$ cat config.mk
export PLATFORM = sky130hd
export DESIGN_NAME = pcg_top
export DESIGN_NICKNAME = d
export VERILOG_FILES = /design/src/pcg_pkg.sv /design/src/pcg_top.sv
export SDC_FILE = /design/constraint.sdc
export NUM_CORES = 1
export LEC_CHECK = 0
export ABC_CLOCK_PERIOD_IN_PS = 2900
export BUFFER_PORTS_ARGS = -buffer_cell sky130_fd_sc_hd__buf_2
export CAP_MARGIN = 20
export CORE_ASPECT_RATIO = 1.25
export CORE_MARGIN = 2
export CORE_UTILIZATION = 40
export CTS_BUF_LIST = sky130_fd_sc_hd__clkbuf_8
export DETAILED_ROUTE_END_ITERATION = 16
export SLEW_MARGIN = 0
export SYNTH_ARGS = -nofsm -noshare
export SYNTH_HDL_FRONTEND = slang
export SYNTH_SLANG_ARGS = --single-unit
export TNS_END_PERCENT = 20
$ cat constraint.sdc
create_clock -name aclk -period 2.9 [get_ports aclk]
set_clock_uncertainty 0.15 [all_clocks]
set_input_delay 0.435 -clock aclk [delete_from_list [all_inputs] [get_ports aclk]]
set_output_delay 0.435 -clock aclk [all_outputs]
set_load 0.005 [all_outputs]
$ cat src/pcg_pkg.sv
package pcg_pkg;

    // bus geometry
    localparam int ADDR_W = 8;
    localparam int N_PCK  = 4;

    // register byte offsets
    localparam logic [7:0] OFF_OSC  = 8'h20;
    localparam logic [7:0] OFF_MCFR = 8'h24;
    localparam logic [7:0] OFF_PLL  = 8'h2C;
    localparam logic [7:0] OFF_MCK  = 8'h30;
    localparam logic [7:0] OFF_PCK0 = 8'h40;
    localparam logic [7:0] OFF_IER  = 8'h60;
    localparam logic [7:0] OFF_IDR  = 8'h64;
    localparam logic [7:0] OFF_SR   = 8'h68;
    localparam logic [7:0] OFF_IMR  = 8'h6C;
    localparam logic [7:0] OFF_STEP = 8'h04;

    // shared status / interrupt bit layout
    localparam int ST_OSC   = 0;
    localparam int ST_LOCK  = 2;
    localparam int ST_MCK   = 3;
    localparam int ST_PCK0  = 8;
    localparam int MEAS_RDY = 16;

    // writable bits and reset values
    localparam logic [31:0] IRQ_BITS  = 32'h0000_0F0D;
    localparam logic [31:0] PLL_WMASK = 32'h37FF_FFFF;
    localparam logic [31:0] CLK_WMASK = 32'h0000_001F;
    localparam logic [31:0] OSC_WMASK = 32'h0000_FF03;
    localparam logic [31:0] REG_RST   = 32'h0000_0000;

    // timing figures: window end in slow clock periods, oscillator count scale as a shift (times eight)
    localparam logic [4:0] MEAS_LAST = 5'h0F;
    localparam int         OSC_SHIFT = 3;

    // field encodings
    localparam logic [2:0] CLOCK_PRESCALER_RSVD = 3'h7;
    localparam logic [1:0] USB_DIV1  = 2'h0;
    localparam logic [1:0] USB_DIV2  = 2'h1;
    localparam logic [1:0] USB_DIV4  = 2'h2;
    localparam logic [1:0] RESP_OKAY = 2'h0;
    localparam logic [1:0] RESP_SLV  = 2'h2;

    typedef enum logic [1:0] {
        CSS_SLOW = 2'h0,
        CSS_MAIN = 2'h1,
        CSS_RSVD = 2'h2,
        CSS_PLL  = 2'h3
    } pcg_css_t;

    typedef enum logic [2:0] {
        MS_OFF   = 3'h1,
        MS_COUNT = 3'h2,
        MS_DONE  = 3'h4
    } pcg_meas_t;

    typedef struct packed {
        logic [1:0]  rsv2;
        logic [1:0]  usb_clock_divider;
        logic        rsv1;
        logic [10:0] mul;
        logic [1:0]  range;
        logic [5:0]  lock_delay;
        logic [7:0]  div;
    } pcg_pll_t;

    typedef struct packed {
        logic [26:0] rsv;
        logic [2:0]  clock_prescaler;
        pcg_css_t    css;
    } pcg_clk_t;

    typedef struct packed {
        logic [15:0] rsv2;
        logic [7:0]  count;
        logic [5:0]  rsv1;
        logic        bypass;
        logic        enable;
    } pcg_osc_t;

endpackage : pcg_pkg

$ cat src/pcg_top.sv
// Local design decisions: the register addresses and the AXI4-Lite register port.
`timescale 1ns/1ps

// Overview of operation
// - count main ticks over sixteen slow periods
// - measurement ready only when oscillator on, valid
// - input divider: 0 none, 1 bypass, else divide
// - lock set after counter slow cycles post-write
// - multiplier zero stops pll, else times plus one
// - usb divider passes, halves or quarters pll
// - master source slow, main or pll clock
// - master prescaler divides by powers 1..64
// - each programmable clock selects its own source
// - each programmable clock has own prescaler
// - enable register sets enables, zero no effect
// - disable register clears enables, zero no effect
// - mask register reports enable state, inverted
// - status bit 0 shows oscillator stable
// - status lock bit shows pll locked
// - status shows master clock ready
// - status bits 8..11 show programmable ready
// - status, enable, disable, mask share layout
// - oscillator stable after count times eight slow
module pcg_top #(
    parameter int N_PCK  = pcg_pkg::N_PCK,
    parameter int ADDR_W = pcg_pkg::ADDR_W
) (
    // clock and reset
    input  wire logic              aclk,
    input  wire logic              aresetn,
    // axi4-lite write
    input  wire logic [ADDR_W-1:0] awaddr,
    input  wire logic              awvalid,
    output logic                   awready,
    input  wire logic [31:0]       wdata,
    input  wire logic [3:0]        wstrb,
    input  wire logic              wvalid,
    output logic                   wready,
    output logic [1:0]             bresp,
    output logic                   bvalid,
    input  wire logic              bready,
    // axi4-lite read
    input  wire logic [ADDR_W-1:0] araddr,
    input  wire logic              arvalid,
    output logic                   arready,
    output logic [31:0]            rdata,
    output logic [1:0]             rresp,
    output logic                   rvalid,
    input  wire logic              rready,
    // source clock rates as one-cycle ticks
    input  wire logic              slow_tick,
    input  wire logic              main_tick,
    input  wire logic              pll_tick,
    // generated clocks and pll control
    output logic                   pll_ref_tick,
    output logic                   pll_active,
    output logic [10:0]            pll_multiplier,
    output logic [1:0]             pll_range,
    output logic                   usb_tick,
    output logic                   mck_tick,
    output logic [N_PCK-1:0]       pck_tick,
    output logic                   irq
);

    // bus slave state
    logic                  awready_r;
    logic                  wready_r;
    logic                  bvalid_r;
    logic [1:0]            bresp_r;
    logic                  arready_r;
    logic                  rvalid_r;
    logic [1:0]            rresp_r;
    logic [31:0]           rdata_r;
    logic                  aw_hold_r;
    logic                  w_hold_r;
    logic [ADDR_W-1:0]     aw_addr_r;
    logic [31:0]           w_data_r;
    logic [3:0]            w_strb_r;
    logic                  do_write;
    logic [7:0]            wr_off;
    logic [31:0]           wmask;
    logic [31:0]           wval;
    logic                  wr_hit;

    // block state
    pcg_pkg::pcg_osc_t     osc_r;
    pcg_pkg::pcg_pll_t     pll_r;
    pcg_pkg::pcg_clk_t     clk_cfg_r [0:N_PCK];
    logic [N_PCK:0]        clk_rdy_r;
    logic [N_PCK:0]        clk_tick_r;
    logic [N_PCK:0]        wr_clk;
    logic                  osc_stable_r;
    logic [10:0]           osc_cnt_r;
    pcg_pkg::pcg_meas_t    meas_state_r;
    logic [4:0]            meas_win_r;
    logic [15:0]           meas_cnt_r;
    logic [15:0]           main_freq_count_r;
    logic                  main_measure_valid_r;
    logic                  pll_lock_r;
    logic                  pll_pending_r;
    logic [5:0]            pll_cnt_r;
    logic [7:0]            ref_cnt_r;
    logic                  ref_tick_r;
    logic [1:0]            usb_cnt_r;
    logic                  usb_tick_r;
    logic [31:0]           ien_r;
    logic                  irq_r;
    logic [31:0]           status;
    logic [31:0]           rd_val;
    logic                  rd_hit;

    assign awready = awready_r;
    assign wready  = wready_r;
    assign bvalid  = bvalid_r;
    assign bresp   = bresp_r;
    assign arready = arready_r;
    assign rvalid  = rvalid_r;
    assign rresp   = rresp_r;
    assign rdata   = rdata_r;

    // write channel: address and data taken in either order, one write at a time
    assign do_write = aw_hold_r && w_hold_r && !bvalid_r;
    assign wr_off   = {aw_addr_r[7:2], 2'b00};
    assign wmask    = {{8{w_strb_r[3]}}, {8{w_strb_r[2]}}, {8{w_strb_r[1]}}, {8{w_strb_r[0]}}};
    assign wval     = w_data_r & wmask;

    always_ff @(posedge aclk) begin
        if (!aresetn) begin
            awready_r <= 1'b1;
            wready_r  <= 1'b1;
            aw_hold_r <= 1'b0;
            w_hold_r  <= 1'b0;
            aw_addr_r <= '0;
            w_data_r  <= pcg_pkg::REG_RST;
            w_strb_r  <= '0;
            bvalid_r  <= 1'b0;
            bresp_r   <= pcg_pkg::RESP_OKAY;
        end else begin
            if (awvalid && awready_r) begin
                aw_addr_r <= awaddr;
                aw_hold_r <= 1'b1;
                awready_r <= 1'b0;
            end
            if (wvalid && wready_r) begin
                w_data_r <= wdata;
                w_strb_r <= wstrb;
                w_hold_r <= 1'b1;
                wready_r <= 1'b0;
            end
            if (do_write) begin
                aw_hold_r <= 1'b0;
                w_hold_r  <= 1'b0;
                bvalid_r  <= 1'b1;
                bresp_r   <= wr_hit ? pcg_pkg::RESP_OKAY : pcg_pkg::RESP_SLV;
            end
            if (bvalid_r && bready) begin
                bvalid_r  <= 1'b0;
                awready_r <= 1'b1;
                wready_r  <= 1'b1;
            end
        end
    end

    // write decode; read-only registers accept and ignore writes
    always_comb begin
        wr_hit = 1'b0;
        for (int k = 0; k <= N_PCK; k++) begin
            if (wr_clk[k]) begin
                wr_hit = 1'b1;
            end
        end
        case (wr_off)
            pcg_pkg::OFF_OSC, pcg_pkg::OFF_PLL, pcg_pkg::OFF_IER, pcg_pkg::OFF_IDR,
            pcg_pkg::OFF_MCFR, pcg_pkg::OFF_SR, pcg_pkg::OFF_IMR: wr_hit = 1'b1;
            default: ;
        endcase
    end

    // main oscillator start-up
    always_ff @(posedge aclk) begin
        if (!aresetn) begin
            osc_r        <= pcg_pkg::REG_RST;
            osc_stable_r <= 1'b0;
            osc_cnt_r    <= '0;
        end else if (do_write && wr_off == pcg_pkg::OFF_OSC) begin
            osc_r        <= (osc_r & ~(wmask & pcg_pkg::OSC_WMASK))
                            | (wval & pcg_pkg::OSC_WMASK);
            osc_stable_r <= wval[1];
            osc_cnt_r    <= 11'({3'b000, wval[15:8]} << pcg_pkg::OSC_SHIFT);
        end else if (osc_r.bypass) begin
            osc_stable_r <= 1'b1;
        end else if (!osc_r.enable) begin
            osc_stable_r <= 1'b0;
        end else if (!osc_stable_r && slow_tick) begin
            if (osc_cnt_r == '0) begin
                osc_stable_r <= 1'b1;
            end else begin
                osc_cnt_r <= osc_cnt_r - 11'd1;
            end
        end
    end

    // main clock measurement over one window of slow periods
    always_ff @(posedge aclk) begin
        if (!aresetn) begin
            meas_state_r         <= pcg_pkg::MS_OFF;
            meas_win_r           <= '0;
            meas_cnt_r           <= '0;
            main_freq_count_r    <= '0;
            main_measure_valid_r <= 1'b0;
        end else if (!osc_stable_r) begin
            meas_state_r         <= pcg_pkg::MS_OFF;
            main_measure_valid_r <= 1'b0;
        end else begin
            case (meas_state_r)
                pcg_pkg::MS_OFF: begin
                    // align the window to a slow clock edge
                    if (slow_tick) begin
                        meas_state_r <= pcg_pkg::MS_COUNT;
                        meas_win_r   <= '0;
                        meas_cnt_r   <= '0;
                    end
                end
                pcg_pkg::MS_COUNT: begin
                    if (slow_tick && meas_win_r == pcg_pkg::MEAS_LAST) begin
                        main_freq_count_r    <= meas_cnt_r + {15'd0, main_tick};
                        main_measure_valid_r <= 1'b1;
                        meas_state_r         <= pcg_pkg::MS_DONE;
                    end else begin
                        meas_cnt_r <= meas_cnt_r + {15'd0, main_tick};
                        if (slow_tick) begin
                            meas_win_r <= meas_win_r + 5'd1;
                        end
                    end
                end
                pcg_pkg::MS_DONE: ;
                default: meas_state_r <= pcg_pkg::MS_OFF;
            endcase
        end
    end

    // pll configuration and lock delay
    always_ff @(posedge aclk) begin
        if (!aresetn) begin
            pll_r         <= pcg_pkg::REG_RST;
            pll_lock_r    <= 1'b0;
            pll_pending_r <= 1'b0;
            pll_cnt_r     <= '0;
        end else if (do_write && wr_off == pcg_pkg::OFF_PLL) begin
            // range encodings 01 and 11 are stored as written; software avoids them
            pll_r         <= (pll_r & ~(wmask & pcg_pkg::PLL_WMASK))
                             | (wval & pcg_pkg::PLL_WMASK);
            pll_lock_r    <= 1'b0;
            pll_pending_r <= 1'b1;
            pll_cnt_r     <= w_strb_r[1] ? wval[13:8] : pll_r.lock_delay;
        end else if (pll_pending_r && slow_tick) begin
            if (pll_cnt_r == '0) begin
                pll_pending_r <= 1'b0;
                pll_lock_r    <= (pll_r.mul != '0) && (pll_r.div != '0);
            end else begin
                pll_cnt_r <= pll_cnt_r - 6'd1;
            end
        end
    end

    // pll reference divider on main clock ticks
    always_ff @(posedge aclk) begin
        if (!aresetn) begin
            ref_cnt_r  <= '0;
            ref_tick_r <= 1'b0;
        end else if (!osc_stable_r || pll_r.div == '0) begin
            ref_cnt_r  <= '0;
            ref_tick_r <= 1'b0;
        end else if (main_tick) begin
            ref_cnt_r  <= (ref_cnt_r >= pll_r.div - 8'd1) ? 8'd0 : ref_cnt_r + 8'd1;
            ref_tick_r <= (ref_cnt_r >= pll_r.div - 8'd1);
        end else begin
            ref_tick_r <= 1'b0;
        end
    end

    // pll control outputs; the analog loop itself lies outside
    always_ff @(posedge aclk) begin
        if (!aresetn) begin
            pll_active     <= 1'b0;
            pll_multiplier <= '0;
            pll_range      <= '0;
        end else begin
            pll_active     <= (pll_r.mul != '0);
            pll_multiplier <= pll_r.mul;
            pll_range      <= pll_r.range;
        end
    end

    // usb divider on pll ticks; reserved encoding gives no output
    always_ff @(posedge aclk) begin
        if (!aresetn) begin
            usb_cnt_r  <= '0;
            usb_tick_r <= 1'b0;
        end else if (!pll_lock_r) begin
            usb_cnt_r  <= '0;
            usb_tick_r <= 1'b0;
        end else if (pll_tick) begin
            usb_cnt_r <= usb_cnt_r + 2'd1;
            case (pll_r.usb_clock_divider)
                pcg_pkg::USB_DIV1: usb_tick_r <= 1'b1;
                pcg_pkg::USB_DIV2: usb_tick_r <= usb_cnt_r[0];
                pcg_pkg::USB_DIV4: usb_tick_r <= &usb_cnt_r;
                default:           usb_tick_r <= 1'b0;
            endcase
        end else begin
            usb_tick_r <= 1'b0;
        end
    end

    assign pll_ref_tick = ref_tick_r;
    assign usb_tick     = usb_tick_r;

    // channel 0 is the master clock, channels 1..N_PCK the programmable clocks
    generate
        for (genvar i = 0; i <= N_PCK; i++) begin : g_clk
            localparam logic [7:0] CH_OFF = (i == 0) ? pcg_pkg::OFF_MCK
                : 8'(pcg_pkg::OFF_PCK0 + 8'(i - 1) * pcg_pkg::OFF_STEP);
            localparam logic       RDY_RST = (i == 0);
            logic [5:0] pre_cnt_r;
            logic [5:0] pre_mask;
            logic       src_tick;
            logic       src_ok;

            assign wr_clk[i] = do_write && wr_off == CH_OFF;
            assign pre_mask  = 6'((7'd1 << clk_cfg_r[i].clock_prescaler) - 7'd1);

            always_comb begin
                case (clk_cfg_r[i].css)
                    pcg_pkg::CSS_SLOW: begin
                        src_tick = slow_tick;
                        src_ok   = 1'b1;
                    end
                    pcg_pkg::CSS_MAIN: begin
                        src_tick = main_tick;
                        src_ok   = osc_stable_r;
                    end
                    pcg_pkg::CSS_PLL: begin
                        src_tick = pll_tick;
                        src_ok   = pll_lock_r;
                    end
                    default: begin
                        src_tick = 1'b0;
                        src_ok   = 1'b0;
                    end
                endcase
            end

            // ready is dropped by a write and rises on the first output edge of the new setting
            always_ff @(posedge aclk) begin
                if (!aresetn) begin
                    clk_cfg_r[i]  <= pcg_pkg::REG_RST;
                    pre_cnt_r     <= '0;
                    clk_tick_r[i] <= 1'b0;
                    clk_rdy_r[i]  <= RDY_RST;
                end else if (wr_clk[i]) begin
                    clk_cfg_r[i]  <= (clk_cfg_r[i] & ~(wmask & pcg_pkg::CLK_WMASK))
                                     | (wval & pcg_pkg::CLK_WMASK);
                    pre_cnt_r     <= '0;
                    clk_tick_r[i] <= 1'b0;
                    clk_rdy_r[i]  <= 1'b0;
                end else if (!src_ok || clk_cfg_r[i].clock_prescaler == pcg_pkg::CLOCK_PRESCALER_RSVD) begin
                    pre_cnt_r     <= '0;
                    clk_tick_r[i] <= 1'b0;
                    clk_rdy_r[i]  <= 1'b0;
                end else if (src_tick) begin
                    pre_cnt_r     <= pre_cnt_r + 6'd1;
                    clk_tick_r[i] <= (pre_cnt_r & pre_mask) == pre_mask;
                    if ((pre_cnt_r & pre_mask) == pre_mask) begin
                        clk_rdy_r[i] <= 1'b1;
                    end
                end else begin
                    clk_tick_r[i] <= 1'b0;
                end
            end
        end
    endgenerate

    assign mck_tick = clk_tick_r[0];
    assign pck_tick = clk_tick_r[N_PCK:1];

    // status vector in the common layout
    always_comb begin
        status                           = '0;
        status[pcg_pkg::ST_OSC]          = osc_stable_r;
        status[pcg_pkg::ST_LOCK]         = pll_lock_r;
        status[pcg_pkg::ST_MCK]          = clk_rdy_r[0];
        status[pcg_pkg::ST_PCK0 +: N_PCK] = clk_rdy_r[N_PCK:1];
    end

    // interrupt enables: set and clear registers, zero bits leave state alone
    always_ff @(posedge aclk) begin
        if (!aresetn) begin
            ien_r <= pcg_pkg::REG_RST;
        end else if (do_write && wr_off == pcg_pkg::OFF_IER) begin
            ien_r <= ien_r | (wval & pcg_pkg::IRQ_BITS);
        end else if (do_write && wr_off == pcg_pkg::OFF_IDR) begin
            ien_r <= ien_r & ~(wval & pcg_pkg::IRQ_BITS);
        end
    end

    always_ff @(posedge aclk) begin
        if (!aresetn) begin
            irq_r <= 1'b0;
        end else begin
            irq_r <= |(status & ien_r);
        end
    end

    assign irq = irq_r;

    // read decode; write-only registers read as zero
    always_comb begin
        rd_val = '0;
        rd_hit = 1'b1;
        case ({araddr[7:2], 2'b00})
            pcg_pkg::OFF_OSC:  rd_val = osc_r;
            pcg_pkg::OFF_MCFR: rd_val = {15'd0, main_measure_valid_r, main_freq_count_r};
            pcg_pkg::OFF_PLL:  rd_val = pll_r;
            pcg_pkg::OFF_IER:  rd_val = '0;
            pcg_pkg::OFF_IDR:  rd_val = '0;
            pcg_pkg::OFF_SR:   rd_val = status;
            pcg_pkg::OFF_IMR:  rd_val = ~ien_r & pcg_pkg::IRQ_BITS;
            default:           rd_hit = 1'b0;
        endcase
        for (int k = 0; k <= N_PCK; k++) begin
            if ({araddr[7:2], 2'b00} == ((k == 0) ? pcg_pkg::OFF_MCK
                    : 8'(pcg_pkg::OFF_PCK0 + 8'(k - 1) * pcg_pkg::OFF_STEP))) begin
                rd_val = clk_cfg_r[k];
                rd_hit = 1'b1;
            end
        end
    end

    // read channel: data one cycle after the address is taken
    always_ff @(posedge aclk) begin
        if (!aresetn) begin
            arready_r <= 1'b1;
            rvalid_r  <= 1'b0;
            rresp_r   <= pcg_pkg::RESP_OKAY;
            rdata_r   <= pcg_pkg::REG_RST;
        end else if (arvalid && arready_r) begin
            arready_r <= 1'b0;
            rvalid_r  <= 1'b1;
            rdata_r   <= rd_val;
            rresp_r   <= rd_hit ? pcg_pkg::RESP_OKAY : pcg_pkg::RESP_SLV;
        end else if (rvalid_r && rready) begin
            rvalid_r  <= 1'b0;
            arready_r <= 1'b1;
        end
    end

endmodule : pcg_top

# Yosys cells after proc, flatten, opt, wreduce, memory -nomap -nowiden

Memory sizes are Yosys's and may differ from the RTL's.
Index checks and enable logic that the tools add are counted.

Bits in registers: 309
Bits in latches: 0
RAM bits: 160
Memory bits (read-only): 0
Output and inout bits: 63
Logic and storage cells: 367
Memories: 1

Memory list:

| memory    | words | width | read ports | clocked after Yosys merged registers in | wr ports | RTL line      | RTL |
|---|---|---|---|---|---|---|---|
| clk_cfg_r | 5     | 32    | 5          | 0                                       | 5        | pcg_top.sv:88 | `pcg_pkg::pcg_clk_t clk_cfg_r [0:N_PCK];` |

Add/subtract/negate cells: 17
Multiply operators: 0
Div/mod/pow operators: 0
Magnitude comparators: 1
Equal/unequal tests: 59
Shifts and indexed selects: 5
Muxes and demuxes: 89
Bitwise operators: 43
Reduce and logical (&&, ||, !) cells: 92

Operators by type and width:

| operator                                             | number |
|---|---|
| 2-to-1 mux 32 bit                                    | 12 |
| AND 32 bit                                           | 8 |
| bitwise OR 32 x 5 -> 32 bit                          | 5 |
| one-hot mux 32 bit (5 select lines)                  | 1 |
| equality test 6 x 5 -> 1 bit (second input constant) | 16 |
| 2-to-1 mux 11 bit                                    | 5 |
| equality test 6 x 4 -> 1 bit (second input constant) | 8 |
| 2-to-1 mux 1 bit                                     | 43 |
| subtractor 6 x 1 -> 6 bit (second input constant)    | 6 |
| one-hot mux 1 bit (3 select lines)                   | 11 |
| AND 12 x 32 -> 32 bit                                | 1 |
| 2-to-1 mux 16 bit                                    | 2 |
| inverter 12 -> 32 bit                                | 1 |
| inverter 16 -> 32 bit                                | 1 |
| inverter 30 -> 32 bit                                | 1 |
| inverter 5 -> 32 bit                                 | 1 |
| bitwise OR 32 x 12 -> 32 bit                         | 1 |
| bitwise OR 32 x 16 -> 32 bit                         | 1 |
| bitwise OR 32 x 30 -> 32 bit                         | 1 |
| one-hot mux 16 bit (2 select lines)                  | 1 |
| OR reduction 32 bit                                  | 1 |
| adder 6 x 1 -> 6 bit (second input constant)         | 5 |
| AND 30 bit                                           | 1 |
| AND 6 bit                                            | 5 |
| 47 further kinds                                     | 168 |

# Longest topological paths before layout

Gate-level depths: netlist of run 1.

Depth in word-level cells: 10
Mapped depth: 11
Gate-level depth less buffers: 11

# Worst setup path before layout of run 1

OpenSTA, ideal clock, no wires.

Path kind: flip-flop to flip-flop
From: reg (tool-made name)
To: reg ref_cnt_r[2]
Setup time: 0.074 ns
Arrival time: 2.426 ns
Data required time: 2.676 ns
Path slack: 0.250 ns
Stages on the path, launching flop included: 10
Buffers on the path: 0
Clock period less this slack: 2.650 ns
Cells stage by stage: dfxtp_1 -> or4_1 -> nor4_1 -> xnor2_1 -> ha_1 -> a21oi_1 -> o21ai_0 -> a21oi_1 -> nand4b_1 -> a31oi_1

RTL lines:

| item                 | RTL line       | RTL |
|---|---|---|
| end signal, assigned | pcg_top.sv:275 | `ref_cnt_r <= (ref_cnt_r >= pll_r.div - 8'd1) ? 8'd0 : ref_cnt_r + 8'd1;` |
| end, declared        | pcg_top.sv:102 | `logic [7:0] ref_cnt_r;` |

==> results by group, run 1 <==
Run status
  • Result of the run: finished, final reports clean

Synth
  • Ys Warns: 0
  • Count of state elements after synthesis: about 280
  • Number of enable flip-flop cells after synthesis: 25
  • Leading register cell type out of synthesis: dfxtp_1
  • Sequential fraction of the synthesis area: 45.8%
  • Summed instance area of the synthesized netlist: 12600 um^2
  • Netlist cell types: a little over 70
  • Synth async-reset ratio: 0%
  • Post-Synthesis Mean Instance Area: between 8 and 9 um^2
  • Synthesized instance count: 1470

Power and ir drop
  • Part of the total power dissipated in combinational logic: 6.5%
  • Switching power total: 1.92 mW
  • Power density cells: between 500 and 600 nW/um^2
  • Sw Share: around a quarter
  • Clock share of power: 41.5%
  • Reported leakage power: 5.69 nW
  • Worst vdd rail ir drop: 0.000376 V
  • Internal power: 5.73 mW
  • Sequential Power Share: 52.1%

Place
  • Gp weighted congestion: slightly above 0.9
  • Count of input and output buffers: between 100 and 150
  • DP Wirelength: between 20000 and 30000 um

Min path
  • Hold Path Class: in2reg
  • Worst hold path stage count: 3

Floorplanning
  • Die Footprint: 33000 um^2
  • Core box area: 31000 um^2
  • Row count: 72
  • Starting utilization of the core area: 40.7%
  • DIE HEIGHT: 203 um
  • Number of top-level design ports: 125
  • Die Width: 163 um

Global route
  • Global-route wire length before repair: just under 60000 um
  • Total global routing track utilization: around 22%
  • Number of antenna violations at the first check in global routing: 0
  • Largest net degree at the start of global routing: 34
  • Residual overflow from global routing: 0
  • Vias in the first global route: between 10000 and 15000

Worst setup path
  • Startpoint Class: flip-flop
  • Largest stage delay on the critical path: approximately 520 ps
  • Top delay family on crit path: simple AND/OR/NAND/NOR gates
  • Cell-by-cell trace of the critical path: or4_1, nor4_1, xnor2_1, ha_1, nand2_1, nor3_1, a21oi_1, buf_4, o21bai_1, nor2_1
  • Req. time, crit path: 3200 ps
  • Kind of end point of the critical path: flip-flop
  • CP max-delay cell: or4_1
  • FF-to-FF path depth: 10
  • Arrival @ worst endpoint: 2920 ps
  • Largest fanout of any net on the critical path: 10
  • WP buf/inv: 1
  • Levels on crit path: 10
  • Category of the critical setup timing path: reg2reg

Routing
  • DRC: 0
  • Routed metal-1 wirelength: approximately 15000 um
  • Met2 wire length: between 15000 and 20000 um
  • Post-Route WL: around 37000 um
  • Count of TritonRoute iterations in the first routing pass: 6
  • Vias: between 10000 and 15000
  • Met3 wirelength from detailed routing: ~2500 um
  • Wire per inst: 17.7 um
  • DRC violation total after the first TritonRoute iteration: a little over 800
  • Highest routed layer: met4
  • Final ANT Viol Nets: 0
  • Via-to-Cell Ratio: between 5 and 6

Clock tree
  • Clock edge transition at the registers on the reported setup and hold paths: 60 ps
  • CTS H-Tree Depth: 2
  • Number of clock sinks: 276
  • Clock Root Buffer: clkbuf_8
  • Later-pin clock latency in the skew report: 590 ps
  • Clk buf depth: 3
  • Number of buffers added by the clock tree synthesis step: 45
  • Clock tree from TritonCTS: done
  • Count of cells resized by post-cts repair: 0

STA
  • Final slew viol count: 0
  • Maximum frequency from static timing analysis: around 0.38 GHz
  • Final sum of negative setup slack: 0 ps
  • Worst slew margin relative to its limit: 46.4%
  • Final period demand of the worst path: between 2000 and 3000 ps
  • Fin crit share: 90.5%
  • Final setup violation count: 0
  • Setup repair after global routing missed its margin: false
  • Hold Vio Cnt, Final: 0
  • Least-Margin Pin Slew: 800 ps

Flow run
  • Maximum capacitance violations: 0

Final layout
  • Most frequent standard cell in the layout excluding fill and tap cells: dfxtp_1
  • Proportion of layout cells with a drive suffix above 1: 13.6%
  • Layout net count: 1724
  • Syn-to-layout area delta: 18.5%
  • Top library cells by usage in the layout, fill and taps aside: 251 x dfxtp_1, 195 x nand2_1, 139 x nor2_1, 139 x a21oi_1, 112 x buf_2
  • Final design utilization: 48.3%
  • ANT cells: 0
[cells in the mapped netlist, types with 5 or more instances]
library cell	count	share of area [%]
and4_1	5	0.35
a22o_1	16	1.1
and2_1	26	1.3
nor4_1	7	0.35
a22oi_1	23	1.4
nand2b_1	29	1.4
o211ai_1	12	0.71
a31oi_1	7	0.35
buf_2	14	0.56
o21ai_1	17	0.67
nor3_1	27	1.1
ha_1	25	2.5
nand4_1	29	1.4
nor2_1	139	4.1
nor3b_1	7	0.42
inv_1	39	1.2
clkbuf_1	60	1.8
nand3_1	60	2.4
xnor2_1	35	2.4
a211oi_1	8	0.48
buf_4	7	0.42
nand3b_1	9	0.54
nor2b_1	13	0.64
o21ai_0	78	3.1
xor2_1	27	1.9
nand2_1	195	5.8
edfxtp_1	25	5.9
a311oi_1	5	0.35
or4_1	5	0.30
and3_1	17	0.84
a21oi_1	139	5.5
mux2i_1	52	4.1
dfxtp_1	251	40
[cell families (layout without fill, tap and decap cells)]
group | Yosys count | in the layout | synth area share (%)
AND/OR/NAND/NOR | 589 | 589 | 22.8
AO/OA/AOI/OAI | 337 | 337 | 16.0
flip-flops | 276 | 276 | 45.8
buffers and inverters | 125 | 318 | 4.12
XOR/XNOR | 62 | 62 | 4.30
multiplexers | 55 | 55 | 4.48
adder cells (fa/ha/maj) | 25 | 25 | 2.48
other | 1 | 5 | 0.0297
[worst min-delay path, cell delays in order]
cell     delay [ps]
buf_2           160
nand3_1         100
a21oi_1          50
[per-stage QoR]
step | cell area, um^2 | total power, mW | setup WS (ps) | instances | hold WS, ps
after floorplan | 12600 | 4.32 | 250 | 1474 | 282
after detailed placement | 13700 | 4.51 | 305 | 1953 | 294
after global placement | 13700 | 4.50 | 304 | 1953 | 287
after global routing | 15000 | 7.96 | 110 | 2074 | 51.0
final | 15000 | 7.65 | 275 | 2074 | 56.5
after CTS | 15000 | 7.73 | 278 | 2074 | 18.2
[repair_timing]
action,4_1_cts,5_1_grt
setup endpoints to repair,0,0
hold endpoints to repair,43,0
hold buffers,44,0
buffers inserted,0,0
[power groups by stage]
stage	Sequential [mW]	Combinational, mW	Clock (mW)
after global routing	3.99	0.544	3.42
final	3.99	0.495	3.17
after detailed placement	4.07	0.442	0
after floorplan	4.04	0.279	0
after CTS	3.98	0.491	3.25
after global placement	4.06	0.435	0
[cell type report]
type,instances,area (um^2)
well taps,407,509
multi-input cells,1073,6350
clock inverters,25,110
fillers,3015,16000
repair buffers,200,1340
flip-flops and latches,276,5780
clock buffers,52,716
inverters,41,156
[worst paths after layout]
kind,to,from,slack [ps]
worst min register to register,w_strb_r[2],w_strb_r[2],300
worst min-delay path,aw_addr_r[7],awvalid,60
worst max-delay path,ref_cnt_r[6],flip-flop,270
worst max register to register,ref_cnt_r[6],flip-flop,270
[routing by layer]
layer	track usage (%)	up-vias
met4	10.2	0
met1	27.7	5265
met2	37.0	394
li1	-	5514
met3	4.17	83
met5	0	-
Note: power is estimated with default switching activity, not from simulation.
==> inputs of run 2 (changes only) <==
--- a/config.mk
+++ b/config.mk
@@ -10,9 +10,11 @@
 export CAP_MARGIN = 20
 export CORE_ASPECT_RATIO = 1.25
 export CORE_MARGIN = 2
-export CORE_UTILIZATION = 40
+export CORE_UTILIZATION = 61
 export CTS_BUF_LIST = sky130_fd_sc_hd__clkbuf_8
 export DETAILED_ROUTE_END_ITERATION = 16
+export PLACE_DENSITY = 0.82
+export SKIP_CTS_REPAIR_TIMING = 1
 export SLEW_MARGIN = 0
 export SYNTH_ARGS = -nofsm -noshare
 export SYNTH_HDL_FRONTEND = slang
==> results by group, run 2 (synthesis results as in run 1) <==
Worst setup path
  • Largest stage delay on the critical path: 610 ps (was 520 ps)
  • Arrival @ worst endpoint: 2990 ps (was 2920 ps)
  • Kind of end point of the critical path: flip-flop (unchanged)
  • Top delay family on crit path: simple AND/OR/NAND/NOR gates (unchanged)
  • CP max-delay cell: or4_1 (unchanged)
  • Largest fanout of any net on the critical path: 10 (unchanged)
  • Req. time, crit path: 3190 ps (was 3200 ps)
  • WP buf/inv: 1 (unchanged)
  • Startpoint Class: flip-flop (unchanged)
  • Category of the critical setup timing path: reg2reg (unchanged)
  • Cell-by-cell trace of the critical path: or4_1, nor4_2, xnor2_1, ha_1, nand2_1, nor3_1, a21oi_1, buf_4, o21bai_1, nor2_1 (was or4_1, nor4_1, xnor2_1, ha_1, nand2_1, nor3_1, a21oi_1, buf_4, o21bai_1, nor2_1)

Place
  • Placement-stage cell area: 13400 um^2 (was 13700 um^2)
  • Gp weighted congestion: 0.978 (was 0.911)
  • Post-placement setup slack: 239 ps (was 305 ps)
  • DP Wirelength: 23900 um (was 26200 um)
  • Placed Cells incl. Taps: 1805 (was 1953)
  • Count of input and output buffers: 112 (unchanged)

Final layout
  • Syn-to-layout area delta: 15.5% (was 18.5%)
  • Most frequent standard cell in the layout excluding fill and tap cells: dfxtp_1 (unchanged)
  • Number of cells in the finished layout apart from fillers: 1905 (was 2074)
  • Top library cells by usage in the layout, fill and taps aside: 251 x dfxtp_1, 195 x nand2_1, 139 x nor2_1, 139 x a21oi_1, 112 x buf_2 (unchanged)
  • Area occupied by multi-input gates: 6350 um^2 (about the same)
  • Proportion of layout cells with a drive suffix above 1: 13.9% (was 13.6%)
  • Filler Cells Inserted: 1491 (was 3015)
  • Final design utilization: 72.0% (was 48.3%)
  • Layout net count: 1689 (was 1724)
  • Final Cell Area: 14600 um^2 (was 15000 um^2)
  • ANT cells: 0 (unchanged)
  • Seq. cell area: 5780 um^2 (unchanged)

Floorplanning
  • Number of top-level design ports: 125 (unchanged)
  • Die Width: 133 um (was 163 um)
  • Row count: 58 (was 72)
  • Starting utilization of the core area: 62.3% (was 40.7%)
  • DIE HEIGHT: 165 um (was 203 um)
  • Die Footprint: 21900 um^2 (was 33000 um^2)
  • Core box area: 20200 um^2 (was 31000 um^2)

Clock tree
  • Clock edge transition at the registers on the reported setup and hold paths: 60 ps (about the same)
  • Number of clock sinks: 276 (unchanged)
  • Clock Root Buffer: clkbuf_8 (unchanged)
  • Clock tree from TritonCTS: done (unchanged)
  • Later-pin clock latency in the skew report: 570 ps (was 590 ps)
  • Number of buffers added by the clock tree synthesis step: 43 (was 45)
  • Clk buf depth: 3 (unchanged)
  • CTS H-Tree Depth: 2 (unchanged)

STA
  • Setup repair after global routing missed its margin: false (unchanged)
  • Worst path setup slack after routing: 202 ps (was 275 ps)
  • Maximum frequency from static timing analysis: 0.371 GHz (was 0.381 GHz)
  • Worst slack on hold paths: -10.6 ps (was 56.5 ps)
  • Final sum of negative setup slack: 0 ps (unchanged)
  • Least-Margin Pin Slew: 1010 ps (was 800 ps)
  • Final setup violation count: 0 (unchanged)
  • Hold Vio Cnt, Final: 5 (was 0)
  • Final period demand of the worst path: 2700 ps (was 2630 ps)
  • Fin crit share: 93.0% (was 90.5%)
  • Final slew viol count: 0 (unchanged)
  • Worst slew margin relative to its limit: 32.6% (was 46.4%)

Routing
  • Final ANT Viol Nets: 0 (unchanged)
  • Via-to-Cell Ratio: 6.10 (was 5.43)
  • DRC: 0 (unchanged)
  • Count of TritonRoute iterations in the first routing pass: 7 (was 6)
  • Wire per inst: 18.3 um (was 17.7 um)
  • DRC violation total after the first TritonRoute iteration: 1172 (was 819)
  • Post-Route WL: 34900 um (was 36700 um)
  • Vias: 11600 (was 11300)

Power and ir drop
  • Overall power consumption: 7.88 mW (was 7.65 mW)
  • Power density cells: 541 nW/um^2 (was 512 nW/um^2)
  • Worst vdd rail ir drop: 0.000454 V (was 0.000376 V)
  • Reported leakage power: 5.56 nW (was 5.69 nW)

Flow run
  • Maximum capacitance violations: 0 (unchanged)

Run status
  • Result of the run: finished, violations left (was finished, final reports clean)
  • Violations in the final reports: hold timing

Global route
  • Global-route wire length before repair: 54300 um (was 58200 um)
  • Total global routing track utilization: 30.8% (was 22.2%)
  • Largest net degree at the start of global routing: 94 (was 34)
  • Residual overflow from global routing: 0 (unchanged)
  • Vias in the first global route: 10900 (about the same)
  • Number of antenna violations at the first check in global routing: 0 (unchanged)

Min path
  • Hold Path Class: in2reg (unchanged)
==> run 2: cell types whose count changed in the layout (fill, tap and decap cells not counted), moves of 2 or more <==
cell	previous run	this run
buf_4	43	32
clkinv_2	1	7
clkbuf_8	52	55
bufinv_16	0	2
inv_1	60	50
dlygate4sd3_1	44	21
==> run 2: power by group <==
| group | leakage [nW] | switching (mW) | internal, mW |
|---|---|---|---|
| Clock | 0.507 | 1.57 | 1.87 |
| Combinational | 2.77 | 0.288 | 0.173 |
| Sequential | 2.29 | 0.0760 | 3.91 |
| Total | 5.56 | 1.93 | 5.95 |
==> run 2: cell type report <==
cell class	instances	share of cell area, %
Clock buffer	54	5.10
Clock inverter	24	1.15
Inverter	41	1.07
Multi-Input combinational cell	1073	43.6
Sequential cell	276	39.6
Tap cell	270	2.32
Timing Repair Buffer	167	7.17
==> run 2: final timing paths <==
| kind | from | endpoint | slack [ps] | cells after the start |
|---|---|---|---|---|
| hold / removal | awaddr[7] | aw_addr_r[7] | -10 | 3 |
| setup / recovery | flip-flop | ref_cnt_r[5] | 200 | 10 |
| setup reg to reg | flip-flop | ref_cnt_r[5] | 200 | 10 |
| hold reg to reg | w_strb_r[2] | w_strb_r[2] | 300 | 2 |
==> run 2: metal layers <==
metal  track usage [%]  routed length, um
met2              54.2              17000
met1              35.4              13200
met3              6.60               2990
met4              15.7               1740
met5                 0                  0
==> run 2: worst min-delay path, delay by kind of cell <==
family                 cells  cell delay, ps
buffers and inverters      1             100
AO/OA/AOI/OAI              1              50
AND/OR/NAND/NOR            1              50
